File: config.mk
export PLATFORM = sky130hd
export DESIGN_NAME = rsec_reset_seq
export DESIGN_NICKNAME = d
export VERILOG_FILES = /design/src/hdl/rsec_pkg.sv /design/src/hdl/rsec_reset_seq.sv
export VERILOG_INCLUDE_DIRS = /design/src /design/src/hdl
export SDC_FILE = /design/constraint.sdc
export NUM_CORES = 1
export LEC_CHECK = 0
export ABC_AREA = 1
export BUFFER_PORTS_ARGS = -buffer_cell sky130_fd_sc_hd__buf_2
export CORE_ASPECT_RATIO = 1.4
export CORE_UTILIZATION = 49
export DETAILED_ROUTE_END_ITERATION = 6
export PLACE_DENSITY = 0.82
export SLEW_MARGIN = 25
export SYNTH_ARGS = -nofsm -noshare
export SYNTH_HDL_FRONTEND = slang
export SYNTH_SLANG_ARGS = --single-unit
File: constraint.sdc
create_clock -name sys_clk -period 3.1 [get_ports sys_clk]
set_clock_uncertainty 0.1 [all_clocks]
set_input_delay 0.31 -clock sys_clk [delete_from_list [all_inputs] [get_ports sys_clk]]
set_output_delay 0.31 -clock sys_clk [all_outputs]
set_load 0.005 [all_outputs]
File: src/hdl/rsec_params.svh
// Constants for the reset entry and exit sequencer: register offsets, field positions, reset values.
// Assumes it is included by bare name from the package and the design file.
`ifndef RSEC_PARAMS_SVH
`define RSEC_PARAMS_SVH
`define RSEC_ADDR_W          4
`define RSEC_OFF_SRC_EN      4'h0
`define RSEC_OFF_MOD_RST     4'h1
`define RSEC_OFF_LOCK        4'h2
`define RSEC_OFF_STATUS      4'h3
`define RSEC_OFF_SLEEP       4'h4
`define RSEC_OFF_CAUSE       4'h5
`define RSEC_LOCK_BIT        0
`define RSEC_SRC_W           7
`define RSEC_SRC_PIN         0
`define RSEC_SRC_VBAT        1
`define RSEC_SRC_POR         6
`define RSEC_MOD_W           5
`define RSEC_SRC_EN_RST      7'h03
`define RSEC_MOD_RST_RST     5'h00
`define RSEC_START_ADDR      32'h0000_0000
`define RSEC_CLK_LPOSC       2'h0
`define RSEC_WDT_LFOSC       1'h0
`define RSEC_PORT_LATCH_RST  1'h1
`define RSEC_HOLD_CYC        8'h04
`define RSEC_APB_KEEP_MASK   8'h03
`endif

File: src/hdl/rsec_pkg.sv
// Types shared by the reset entry and exit sequencer.
// Assumes the constants header sits beside it in hdl/.
`include "rsec_params.svh"
package rsec_pkg;
  // Sequencer states, Gray coded along the reset path.
  typedef enum logic [1:0] {
    RSEC_ST_HOLD  = 2'h0,
    RSEC_ST_EXIT  = 2'h1,
    RSEC_ST_RUN   = 2'h3,
    RSEC_ST_SLEEP = 2'h2
  } rsec_state_t;
  // Clock and enable bundle sent to the core and peripherals.
  typedef struct packed {
    logic       flash_clk_en;
    logic       ram_clk_en;
    logic [7:0] apb_clk_en;
    logic [1:0] sys_clk_sel;
    logic       wdt_en;
    logic       wdt_clk_sel;
  } rsec_clk_t;
endpackage

File: src/hdl/rsec_reset_seq.sv
// Reset entry and exit sequencer: holds the core, forces pins and clocks, releases to defaults.
// Assumes reset sources arrive synchronous to sys_clk; registers on a plain strobe port.
//
// Behaviour
// RULE_01: Core held from executing during reset.
// RULE_02: Registers default on reset; POR-only bits keep.
// RULE_03: Port pins forced to known state.
// RULE_04: Port latches one, open-drain, on reset.
// RULE_05: Weak pull-ups on during and after reset.
// RULE_06: Interrupts and timers disabled on reset.
// RULE_07: Flash and RAM bus clocks stay enabled.
// RULE_08: APB clocks off except watchdog and crossbar.
// RULE_09: Reset leaves RAM contents untouched.
// RULE_10: Supply monitor or POR reset drives pin low.
// RULE_11: Exit selects low-power oscillator as clock.
// RULE_12: Exit enables watchdog on low-frequency oscillator.
// RULE_13: Exit starts fetching at address zero.
// RULE_14: Lock bit blocks reset-source register writes.
// RULE_15: Sources may reset selected low-power modules.
// RULE_16: Deepest sleep held until enabled reset source.
// RULE_17: Deep-sleep reset sources: pin, supply, comparators, pump, oscillator, wake.
// RULE_18: Lock stays set until next device reset.
//
// The implementer's own choices: the placing of the registers and the address-and-strobe port.
`timescale 1ns/1ns
`include "rsec_params.svh"
module rsec_reset_seq #(
  parameter int NUM_PORT = 8,   // Port pins under control.
  parameter int NUM_APB  = 8    // Peripheral bus clock enables.
) (
  input  wire logic                     sys_clk,
  input  wire logic                     rst_n,
  input  wire logic [`RSEC_SRC_W-1:0]   reset_req,
  input  wire logic                     sleep_enter,
  input  wire logic [`RSEC_ADDR_W-1:0]  reg_addr,
  input  wire logic [31:0]              reg_wdata,
  input  wire logic                     reg_wr,
  input  wire logic                     reg_rd,
  output      logic [31:0]              reg_rdata,
  output      logic                     core_halt,
  output      logic [31:0]              fetch_addr,
  output      logic                     fetch_addr_load,
  output      logic                     periph_reset,
  output      logic                     por_reset,
  output      logic                     irq_timer_disable,
  output      rsec_pkg::rsec_clk_t      clk_ctrl,
  output      logic [NUM_PORT-1:0]      port_latch,
  output      logic [NUM_PORT-1:0]      port_open_drain,
  output      logic [NUM_PORT-1:0]      port_pullup_en,
  output      logic                     reset_pin_out,
  output      logic                     reset_pin_oe_n,
  output      logic [`RSEC_MOD_W-1:0]   module_reset,
  output      logic                     deep_sleep
);

  ////////////////////////////////////////////////////////////////////////////
  // State and register storage.

  rsec_pkg::rsec_state_t  state_r;        // Sequencer state.
  rsec_pkg::rsec_state_t  state_nxt;      // Next sequencer state.
  logic [7:0]             hold_cnt_r;     // Cycles left in reset hold.
  logic [`RSEC_SRC_W-1:0] src_en_r;       // Enabled reset sources.
  logic [`RSEC_MOD_W-1:0] mod_rst_r;      // Per-module reset routing.
  logic                   lock_r;         // Clock-and-reset lock bit.
  logic [`RSEC_SRC_W-1:0] cause_r;        // Last reset cause, kept across warm resets.
  logic                   por_seen_r;     // Power-on pulse already consumed.
  logic                   por_hold_r;     // Cause of current hold drives reset pin.
  logic [`RSEC_SRC_W-1:0] src_hit;        // Enabled sources requesting reset.
  logic                   warm_rst;       // Warm reset request this cycle.

  // A source only counts in deep sleep when software enabled it; outside sleep
  // the pin and the supply monitor (the reset-value mask) always reset.
  assign src_hit  = reset_req & (state_r == rsec_pkg::RSEC_ST_SLEEP ? src_en_r :
                    src_en_r | `RSEC_SRC_EN_RST); // [RULE_16] [RULE_17]
  assign warm_rst = |src_hit;

  // Address match used by the write decode; the read decode uses a case on reg_addr.
  function automatic logic hit(input logic [`RSEC_ADDR_W-1:0] a, input logic [`RSEC_ADDR_W-1:0] off);
    hit = (a == off);
  endfunction

  ////////////////////////////////////////////////////////////////////////////
  // Sequencer: hold, exit, run, deepest sleep.

  // Next state: any enabled source returns to hold; hold lasts a fixed count after the last request.
  always_comb begin
    state_nxt = state_r;
    unique case (state_r)
      rsec_pkg::RSEC_ST_HOLD: begin
        if (hold_cnt_r == 8'h00 && !warm_rst) begin
          state_nxt = rsec_pkg::RSEC_ST_EXIT;
        end
      end
      rsec_pkg::RSEC_ST_EXIT: begin
        state_nxt = warm_rst ? rsec_pkg::RSEC_ST_HOLD : rsec_pkg::RSEC_ST_RUN;
      end
      rsec_pkg::RSEC_ST_RUN: begin
        if (warm_rst) begin
          state_nxt = rsec_pkg::RSEC_ST_HOLD;
        end else if (sleep_enter) begin
          state_nxt = rsec_pkg::RSEC_ST_SLEEP;
        end
      end
      rsec_pkg::RSEC_ST_SLEEP: begin
        // Nothing but an enabled reset source leaves deepest sleep.
        if (warm_rst) begin
          state_nxt = rsec_pkg::RSEC_ST_HOLD; // [RULE_16]
        end
      end
    endcase
  end

  // State register; reset lands in hold.
  always_ff @(posedge sys_clk or negedge rst_n) begin
    if (!rst_n) begin
      state_r <= rsec_pkg::RSEC_ST_HOLD;
    end else begin
      state_r <= state_nxt;
    end
  end

  // Hold counter reloads on every new request so the hold is never cut short.
  always_ff @(posedge sys_clk or negedge rst_n) begin
    if (!rst_n) begin
      hold_cnt_r <= `RSEC_HOLD_CYC;
    end else if (warm_rst) begin
      hold_cnt_r <= `RSEC_HOLD_CYC;
    end else if (state_r == rsec_pkg::RSEC_ST_HOLD && hold_cnt_r != 8'h00) begin
      hold_cnt_r <= hold_cnt_r - 8'h01;
    end
  end

  // Track whether this hold came from supply monitor or power-on.
  always_ff @(posedge sys_clk or negedge rst_n) begin
    if (!rst_n) begin
      por_hold_r <= 1'b1;
      por_seen_r <= 1'b0;
    end else begin
      por_seen_r <= 1'b1;
      if (src_hit[`RSEC_SRC_VBAT] || src_hit[`RSEC_SRC_POR]) begin
        por_hold_r <= 1'b1; // [RULE_10]
      end else if (warm_rst) begin
        por_hold_r <= 1'b0;
      end else if (state_r != rsec_pkg::RSEC_ST_HOLD) begin
        por_hold_r <= 1'b0;
      end
    end
  end

  ////////////////////////////////////////////////////////////////////////////
  // Software registers.

  // Reset-source registers reload on any reset, but only accept writes while unlocked.
  always_ff @(posedge sys_clk or negedge rst_n) begin
    if (!rst_n) begin
      src_en_r  <= `RSEC_SRC_EN_RST;
      mod_rst_r <= `RSEC_MOD_RST_RST;
    end else if (warm_rst) begin
      src_en_r  <= `RSEC_SRC_EN_RST; // [RULE_02]
      mod_rst_r <= `RSEC_MOD_RST_RST;
    end else if (reg_wr && !lock_r) begin // [RULE_14]
      if (hit(reg_addr, `RSEC_OFF_SRC_EN)) begin
        src_en_r <= reg_wdata[`RSEC_SRC_W-1:0];
      end
      if (hit(reg_addr, `RSEC_OFF_MOD_RST)) begin
        mod_rst_r <= reg_wdata[`RSEC_MOD_W-1:0];
      end
    end
  end

  // Lock bit is sticky: software may set it, only a reset clears it.
  always_ff @(posedge sys_clk or negedge rst_n) begin
    if (!rst_n) begin
      lock_r <= 1'b0;
    end else if (warm_rst) begin
      lock_r <= 1'b0; // [RULE_18]
    end else if (reg_wr && hit(reg_addr, `RSEC_OFF_LOCK) && reg_wdata[`RSEC_LOCK_BIT]) begin
      lock_r <= 1'b1; // [RULE_14]
    end
  end

  // Cause log is a power-on-only register: warm resets overwrite it with the sources seen, only rst_n clears it.
  always_ff @(posedge sys_clk or negedge rst_n) begin
    if (!rst_n) begin
      cause_r <= '0;
    end else if (warm_rst) begin
      cause_r <= src_hit; // [RULE_02]
    end
  end

  // Read data stand one cycle after the strobe; unmapped offsets read zero.
  always_ff @(posedge sys_clk or negedge rst_n) begin
    if (!rst_n) begin
      reg_rdata <= '0;
    end else if (reg_rd) begin
      unique case (reg_addr)
        `RSEC_OFF_SRC_EN:  reg_rdata <= {{(32-`RSEC_SRC_W){1'b0}}, src_en_r};
        `RSEC_OFF_MOD_RST: reg_rdata <= {{(32-`RSEC_MOD_W){1'b0}}, mod_rst_r};
        `RSEC_OFF_LOCK:    reg_rdata <= {31'h0000_0000, lock_r};
        `RSEC_OFF_STATUS:  reg_rdata <= {30'h0000_0000, state_r};
        `RSEC_OFF_SLEEP:   reg_rdata <= {31'h0000_0000, state_r == rsec_pkg::RSEC_ST_SLEEP};
        `RSEC_OFF_CAUSE:   reg_rdata <= {{(32-`RSEC_SRC_W){1'b0}}, cause_r};
        default:           reg_rdata <= '0;
      endcase
    end else begin
      reg_rdata <= '0;
    end
  end

  ////////////////////////////////////////////////////////////////////////////
  // Outputs to the core, pins and peripherals, all registered.

  // Core, interrupt and start-address outputs. RAM has no reset path here.
  always_ff @(posedge sys_clk or negedge rst_n) begin
    if (!rst_n) begin
      core_halt         <= 1'b1;
      irq_timer_disable <= 1'b1;
      periph_reset      <= 1'b1;
      por_reset         <= 1'b1;
      fetch_addr        <= `RSEC_START_ADDR;
      fetch_addr_load   <= 1'b0;
      deep_sleep        <= 1'b0;
    end else begin
      core_halt         <= state_nxt == rsec_pkg::RSEC_ST_HOLD; // [RULE_01]
      irq_timer_disable <= state_nxt == rsec_pkg::RSEC_ST_HOLD; // [RULE_06]
      periph_reset      <= state_nxt == rsec_pkg::RSEC_ST_HOLD; // [RULE_02] [RULE_09]
      por_reset         <= !por_seen_r;
      fetch_addr        <= `RSEC_START_ADDR; // [RULE_13]
      // A request that lands in exit sends the sequencer back to hold, so no load then.
      fetch_addr_load   <= state_r == rsec_pkg::RSEC_ST_EXIT &&
                           state_nxt == rsec_pkg::RSEC_ST_RUN; // [RULE_13]
      deep_sleep        <= state_nxt == rsec_pkg::RSEC_ST_SLEEP; // [RULE_16]
    end
  end

  // Clock controls: reset values are also the exit defaults.
  always_ff @(posedge sys_clk or negedge rst_n) begin
    if (!rst_n) begin
      clk_ctrl <= '{1'b1, 1'b1, `RSEC_APB_KEEP_MASK, `RSEC_CLK_LPOSC, 1'b1, `RSEC_WDT_LFOSC};
    end else if (state_nxt == rsec_pkg::RSEC_ST_HOLD) begin
      clk_ctrl.flash_clk_en <= 1'b1;                 // [RULE_07]
      clk_ctrl.ram_clk_en   <= 1'b1;                 // [RULE_07]
      clk_ctrl.apb_clk_en   <= `RSEC_APB_KEEP_MASK;  // [RULE_08]
      clk_ctrl.sys_clk_sel  <= `RSEC_CLK_LPOSC;      // [RULE_11]
      clk_ctrl.wdt_en       <= 1'b1;                 // [RULE_12]
      clk_ctrl.wdt_clk_sel  <= `RSEC_WDT_LFOSC;      // [RULE_12]
    end
  end

  // Pins: latch one, open-drain, pull-ups on; software owns them after exit.
  always_ff @(posedge sys_clk or negedge rst_n) begin
    if (!rst_n) begin
      port_latch      <= {NUM_PORT{`RSEC_PORT_LATCH_RST}};
      port_open_drain <= '1;
      port_pullup_en  <= '1;
    end else if (state_nxt == rsec_pkg::RSEC_ST_HOLD) begin
      port_latch      <= {NUM_PORT{`RSEC_PORT_LATCH_RST}}; // [RULE_03] [RULE_04]
      port_open_drain <= '1;                              // [RULE_04]
      port_pullup_en  <= '1;                              // [RULE_05]
    end
  end

  // Reset pin is open drain: drive low (enable low) during supply or power-on hold.
  always_ff @(posedge sys_clk or negedge rst_n) begin
    if (!rst_n) begin
      reset_pin_out  <= 1'b0;
      reset_pin_oe_n <= 1'b0;
    end else begin
      reset_pin_out  <= 1'b0;
      reset_pin_oe_n <= !(state_nxt == rsec_pkg::RSEC_ST_HOLD &&
                          (por_hold_r || src_hit[`RSEC_SRC_VBAT] || src_hit[`RSEC_SRC_POR])); // [RULE_10]
    end
  end

  // Routed module resets pulse with a warm reset for the selected modules.
  always_ff @(posedge sys_clk or negedge rst_n) begin
    if (!rst_n) begin
      module_reset <= '1;
    end else begin
      module_reset <= warm_rst ? mod_rst_r : '0; // [RULE_15]
    end
  end

  ////////////////////////////////////////////////////////////////////////////
  // Checks.

  a_core_halt_hold: assert property (@(posedge sys_clk) disable iff (!rst_n) // [RULE_01]
    warm_rst |=> core_halt) else $error("core not halted after reset request");
  a_lock_blocks_wr: assert property (@(posedge sys_clk) disable iff (!rst_n) // [RULE_14]
    (lock_r && !warm_rst) |=> $stable(src_en_r)) else $error("locked source register changed");
  a_lock_sticky: assert property (@(posedge sys_clk) disable iff (!rst_n) // [RULE_18]
    (lock_r && !warm_rst) |=> lock_r) else $error("lock bit cleared without reset");
  a_exit_fetch_zero: assert property (@(posedge sys_clk) disable iff (!rst_n) // [RULE_13]
    fetch_addr_load |-> (fetch_addr == 32'h0000_0000 && !core_halt)) else $error("bad start address");
  a_apb_gated: assert property (@(posedge sys_clk) disable iff (!rst_n) // [RULE_08]
    core_halt |-> (clk_ctrl.apb_clk_en == 8'h03 && clk_ctrl.flash_clk_en)) else $error("clocks wrong in reset");
  a_pin_low_vbat: assert property (@(posedge sys_clk) disable iff (!rst_n) // [RULE_10]
    src_hit[`RSEC_SRC_VBAT] |=> !reset_pin_oe_n [*4]) else $error("reset pin not driven low");
  a_sleep_stays: assert property (@(posedge sys_clk) disable iff (!rst_n) // [RULE_16]
    (deep_sleep && !warm_rst) |=> deep_sleep) else $error("left deep sleep without reset");
  a_pins_forced: assert property (@(posedge sys_clk) disable iff (!rst_n) // [RULE_04]
    core_halt |-> (&port_latch && &port_open_drain && &port_pullup_en)) else $error("pins not forced");
  a_hold_length: assert property (@(posedge sys_clk) disable iff (!rst_n) // [RULE_06]
    (warm_rst ##1 !warm_rst [*5]) |-> irq_timer_disable) else $error("hold released early");

endmodule // rsec_reset_seq

# Yosys cells after proc, flatten, opt, wreduce, memory -nomap -nowiden
# Cells that the tools add are included.
# W data, S select, Z words.
# op_classes
n_addsub,1
n_eq_ne,10
n_mux,23
bitwise_logic,1
reduce_logical,29
# ops
op,n
$pmux W7 S6,1
$mux W32,1
$mux W7,3
$mux W5,4
$mux W8,2
$mux W2,6
$reduce_bool A2 Y1,6
$eq A2 B2 Y1 const B,4
$eq A4 B2 Y1 const B,2
$eq A4 B3 Y1 const B,2
$logic_not A8 Y1,1
$pmux W2 S4,1
$reduce_bool A8 Y1,1
$sub A8 B1 Y8 const B,1
$and A7 B7 Y7,1
$logic_and A1 B1 Y1,7
$reduce_or A7 Y1,1
$mux W1,5
$eq A4 B1 Y1 const B,1
$logic_not A1 Y1,4
$logic_not A2 Y1,2
$logic_not A4 Y1,1
$reduce_and A2 Y1,2
$logic_or A1 B1 Y1,3
2 further kinds,2
# totals
regBits,74
inputBits,48
out_inout_bits,115
word_cells,79

# Depth between registers and ports, before layout
# logic_depth
depth_word,11
mapped_depth,9
ltp_nobuf,9

# Worst setup path before layout
# Ideal clock, no wire load.
# synth_timing
path_kind,reg-to-reg
from,register hold_cnt_r[0]
to,register hold_cnt_r[1]
setup_time_ns,0.118
arrival_ns,1.395
required_ns,2.882
path_slack_ns,1.487
stages_incl_launch_ff,8
n_path_buf,0
synth_period_minus_slack_ns,1.613
cell_sequence,dfrtp_1 inv_1 ha_1 nand2_1 o21ai_2 inv_1 nand3b_1 nand2_1
# synth_between
elab_chain_len,3
word_cells_on_any_way,6
classes_between,1 x add/sub; 2 x mux; 3 x reduce/logical
# synth_lines
element,line,source
start: declaration,rsec_reset_seq.sv:61,logic [7:0] hold_cnt_r;
start signal: assignment,rsec_reset_seq.sv:125,hold_cnt_r <= `RSEC_HOLD_CYC;
start signal: assignment,rsec_reset_seq.sv:127,hold_cnt_r <= `RSEC_HOLD_CYC;
start signal: assignment,rsec_reset_seq.sv:129,hold_cnt_r <= hold_cnt_r - 8'h01;
$sub A8 B1 Y8 / $reduce_bool A8 Y1 (equally long branches),"rsec_reset_seq.sv:129, rsec_reset_seq.sv:128",
$mux W8 / $logic_and A1 B1 Y1 (equally long branches),rsec_reset_seq.sv:128,end else if (state_r == rsec_pkg::RSEC_ST_HOLD && hold_cnt_r != 8'h00) begin
$mux W8 / $reduce_bool A2 Y1 (equally long branches),-,
# Several ways; a longest one is shown, not always the timed one. The select of a mux whose other input is x is not followed.
# A chain may end at the register's enable or synchronous reset.

# Worst setup path after layout
# layout_timing
from,register state_r[1]
to,register cause_r[0]
# layout_between
elab_chain_len,4
# layout_lines
element,line,source
start: declaration,rsec_reset_seq.sv:59,rsec_pkg::rsec_state_t state_r;
start signal: assignment,rsec_reset_seq.sv:116,state_r <= rsec_pkg::RSEC_ST_HOLD;
start signal: assignment,rsec_reset_seq.sv:118,state_r <= state_nxt;
$eq A2 B2 Y1 (*),rsec_reset_seq.sv:73,assign src_hit = reset_req & (state_r == rsec_pkg::RSEC_ST_SLEEP ? src_en_r :
$mux W2 (no source line) (*),-,
$and A7 B7 Y7 (*),rsec_reset_seq.sv:73,
$reduce_or A7 Y1,rsec_reset_seq.sv:75,assign warm_rst = |src_hit;
end signal: assignment,rsec_reset_seq.sv:187,cause_r <= src_hit;
end: declaration,rsec_reset_seq.sv:65,logic [`RSEC_SRC_W-1:0] cause_r;
# Mark *: on every way between the ends. The rest lies on a longest branch, timed or not.

==> flow_summary.json <==
{
  "swShare_pct": 27.5,
  "power_frac_seq_pct": 47.0,
  "path_buf_inv": 2,
  "arrival_ns": 2.22,
  "synthCells": 378,
  "rsz0062_at_grt": "false",
  "yosys_warnings": 0,
  "slowest_delay_ns": 0.46,
  "die_h_um": 95.9,
  "synth_edf_count": 0,
  "combPwrFrac_pct": 15.5,
  "leakagePower_nw": 1.76,
  "syn2layout_area_growth_pct": 0.365,
  "track_usage_pct": 16.7,
  "cts_tree": "yes",
  "end_kind": "register",
  "cts_setup_buffers": 0,
  "grt_start_max_net_pins": 50,
  "die_width_um": 69.0,
  "post-route-period-util_pct": 67.6,
  "crit_required_ns": 3.22,
  "synth.avg_cell_area_um2": 8.16,
  "reg2reg_from": "state_r[1]$_DFF_PN0_",
  "path_cells": "inv_2, nor2_2, nand2_1, nand2_1, nand2_2, nor2_8, inv_2, o21ai_0",
  "cpMaxStageDelayCell": "dfrtp_1",
  "fin_nets": 468,
  "antenna_cells": 0,
  "grt_pass1_wl_um": 8680,
  "status": "complete, no violations",
  "holdPathEnd": "cause_r[4]$_DFFE_PN0P_",
  "routed_wl_um": 5350,
  "synth_async_sr_flop_share_pct": 100,
  "ys_seq_elements": 49,
  "drive_gt1_share_pct": 19.0,
  "worst_slew_pin_slew_ns": 0.597,
  "drt_iter0_drc": 107,
  "p_sw_w": 0.000403,
  "viasPerCell": 4.48,
  "clockRootBuffer": "clkbuf_8",
  "reg2reg_to": "cause_r[0]$_DFFE_PN0P_",
  "post-route-drc-count": 0,
  "path_class": "register to register",
  "hp-start": "reset_req[4]",
  "clkLatencyLatePin_ns": 0.31,
  "internal-power_w": 0.00106,
  "tns_ns": 0,
  "ios": 163,
  "clkSinkCount": 49,
  "synth_ff_type": "dfrtp_1",
  "ir_worst_vdd_v": 0.000240,
  "crit_family": "simple AND/OR/NAND/NOR gates",
  "finalCriticalPeriod_ns": 2.10,
  "clk_pin_slew_ns": 0.10,
  "rows": 33,
  "overflow": 0,
  "cap_violations": 0,
  "reg2reg_depth": 8,
  "wire_per_inst_um": 10.9,
  "finalWeightedCongestion": 0.868,
  "hpwl_um": 3980,
  "syn-cell-area_um2": 3080,
  "max_freq_mhz": 477,
  "hold_slack_ns": 0.144,
  "cts_buffers": 5,
  "max_slew_margin_pct": 60.2,
  "setup_viol": 0,
  "coreArea_um2": 5950,
  "ys_seq_area_share_pct": 40.2,
  "postRouteAntennaNets": 0,
  "crit_path_max_fanout": 43,
  "firstDrtPassIters": 5,
  "vias": 2195,
  "power-per-cell-area_nw_per_um2": 473,
  "start_kind": "register",
  "fillCellCount": 582,
  "grt_pass1_vias": 2003,
  "maxSlewViolCount": 0,
  "htreeDepth": 2,
  "finalHoldViolCount": 0,
  "synth_cell_types": 28,
  "antenna_found_initial": 0,
  "hp-class": "input port to register",
  "cts-resized-gates": 0,
  "worst_hold_path.num_cells": 3,
  "pwr-share-clk_pct": 37.4,
  "port_buffers": 41,
  "die-area_um2": 6620,
  "initial_utilization_pct": 51.9,
  "r2r_setup_slack_ns": 1.00,
  "clockBufferDepth": 2
}
-- final cells by class --
class                   count  area (um^2)  share of cell area, %
clock inverters             3         68.8                   2.22
well taps                  70         87.6                   2.83
flip-flops and latches     49         1240                   40.1
repair buffers             42          218                   7.04
clock buffers               5         68.8                   2.22
multi-input cells         276         1240                   40.2
inverters                  45          169                   5.46
-- tightest hold or removal path, cell delays in order --
cell and delay [ns]:
buf_2 0.08, nand2_1 0.07, o21ai_2 0.06
-- routing by layer --
layer / track usage [%] / up-vias / part of all wire, %
li1: - / 1053 / -
met1: 16.6 / 1027 / 35
met2: 32.1 / 103 / 56
met3: 3.98 / 12 / 6.6
met4: 8.50 / 0 / 2.4
met5: 0 / - / 0
-- worst max-delay path by stage --
stage	slack [ns]	cells after the start	end	from
2_1_floorplan	1.49	7	hold_cnt_r[1]$_DFFE_PN0P_	hold_cnt_r[0]$_DFFE_PN0P_
3_3_place_gp	1.13	8	cause_r[0]$_DFFE_PN0P_	reset_req[6]
3_5_place_dp	1.09	8	cause_r[0]$_DFFE_PN0P_	reset_req[6]
4_1_cts	1.01	8	cause_r[0]$_DFFE_PN0P_	state_r[1]$_DFF_PN0_
5_1_grt	0.79	8	cause_r[0]$_DFFE_PN0P_	state_r[1]$_DFF_PN0_
6_report	1.00	8	cause_r[0]$_DFFE_PN0P_	state_r[1]$_DFF_PN0_
-- timing repair --
item                                   4_1_cts  5_1_grt
endpoints found under the hold margin        0       38
setup endpoints to repair                    0        0
hold buffers                                 0        1
-- logic make-up (layout without fill, tap and decap cells) --
| logic type | count (synthesis) | in the layout | synth area share, % |
|---|---|---|---|
| xor gates and xnor gates | 3 | 3 | 0.852 |
| DFF | 49 | 49 | 40.2 |
| AOI/OAI and AO/OA | 30 | 30 | 6.17 |
| buffers and inverters | 148 | 95 | 31.0 |
| adders and majority gates | 1 | 1 | 0.406 |
| and+or+nand+nor | 145 | 145 | 21.1 |
| other | 2 | 97 | 0.244 |
-- power by group through the flow --
stage | combinational [W] | sequential [W] | clock [W]
6_report | 0.000227 | 0.000688 | 0.000547
5_1_grt | 0.000263 | 0.000691 | 0.000582
4_1_cts | 0.000224 | 0.000687 | 0.000558
3_5_place_dp | 0.000223 | 0.000699 | 0
3_3_place_gp | 0.000213 | 0.000698 | 0
2_1_floorplan | 0.000251 | 0.000696 | 0
-- registers in the layout (all words and copies together) (netlist names), 2 cells and up --
| signal | flops |
|---|---|
| hold_cnt_r | 8 |
| src_en_r | 7 |
| mod_rst_r | 5 |
| reg_rdata | 7 |
| state_r | 2 |
| cause_r | 7 |
| module_reset | 5 |
-- per-stage QoR --
step,total power [W],util (%),instances,setup slack (ns),instance area [um^2]
final,0.00146,52.0,490,1.00,3090
after floorplan,0.000947,-,473,1.49,3440
after global routing,0.00154,52.0,490,0.790,3090
after CTS,0.00147,51.8,489,1.01,3080
after detailed placement,0.000921,49.5,481,1.09,2940
after global placement,0.000911,49.5,481,1.13,2940
-- placed cells by master, fill, tap and decap left out, types with 2 or more instances in the layout --
| cell | instances |
|---|---|
| a21oi_1 | 2 |
| a21oi_2 | 3 |
| buf_2 | 40 |
| bufinv_16 | 2 |
| clkbuf_8 | 5 |
| conb_1 | 97 |
| dfrtp_1 | 38 |
| dfstp_2 | 11 |
| inv_1 | 43 |
| inv_2 | 2 |
| nand2_1 | 66 |
| nand2_2 | 2 |
| nand3_1 | 30 |
| nand3b_1 | 4 |
| nand4_1 | 4 |
| nor2_1 | 30 |
| nor2_2 | 5 |
| nor3_1 | 2 |
| o21ai_0 | 16 |
| o21ai_2 | 5 |
| xor2_1 | 2 |
-- cell usage after synthesis, types with 3 or more instances --
| cell type | n | area share, % |
|---|---|---|
| inv_1 | 43 | 5.2 |
| dfstp_2 | 11 | 9.4 |
| nand3_1 | 30 | 4.9 |
| o21ai_0 | 16 | 2.6 |
| nand4_1 | 4 | 0.81 |
| buf_4 | 99 | 24 |
| o21ai_2 | 5 | 1.4 |
| dfrtp_1 | 38 | 31 |
| buf_6 | 4 | 1.5 |
| a21oi_2 | 3 | 0.85 |
| nand2_1 | 66 | 8.0 |
| nor2_2 | 5 | 1.0 |
| nand3b_1 | 4 | 0.97 |
| nor2_1 | 30 | 3.7 |
(Power assumes the default switching activity.)
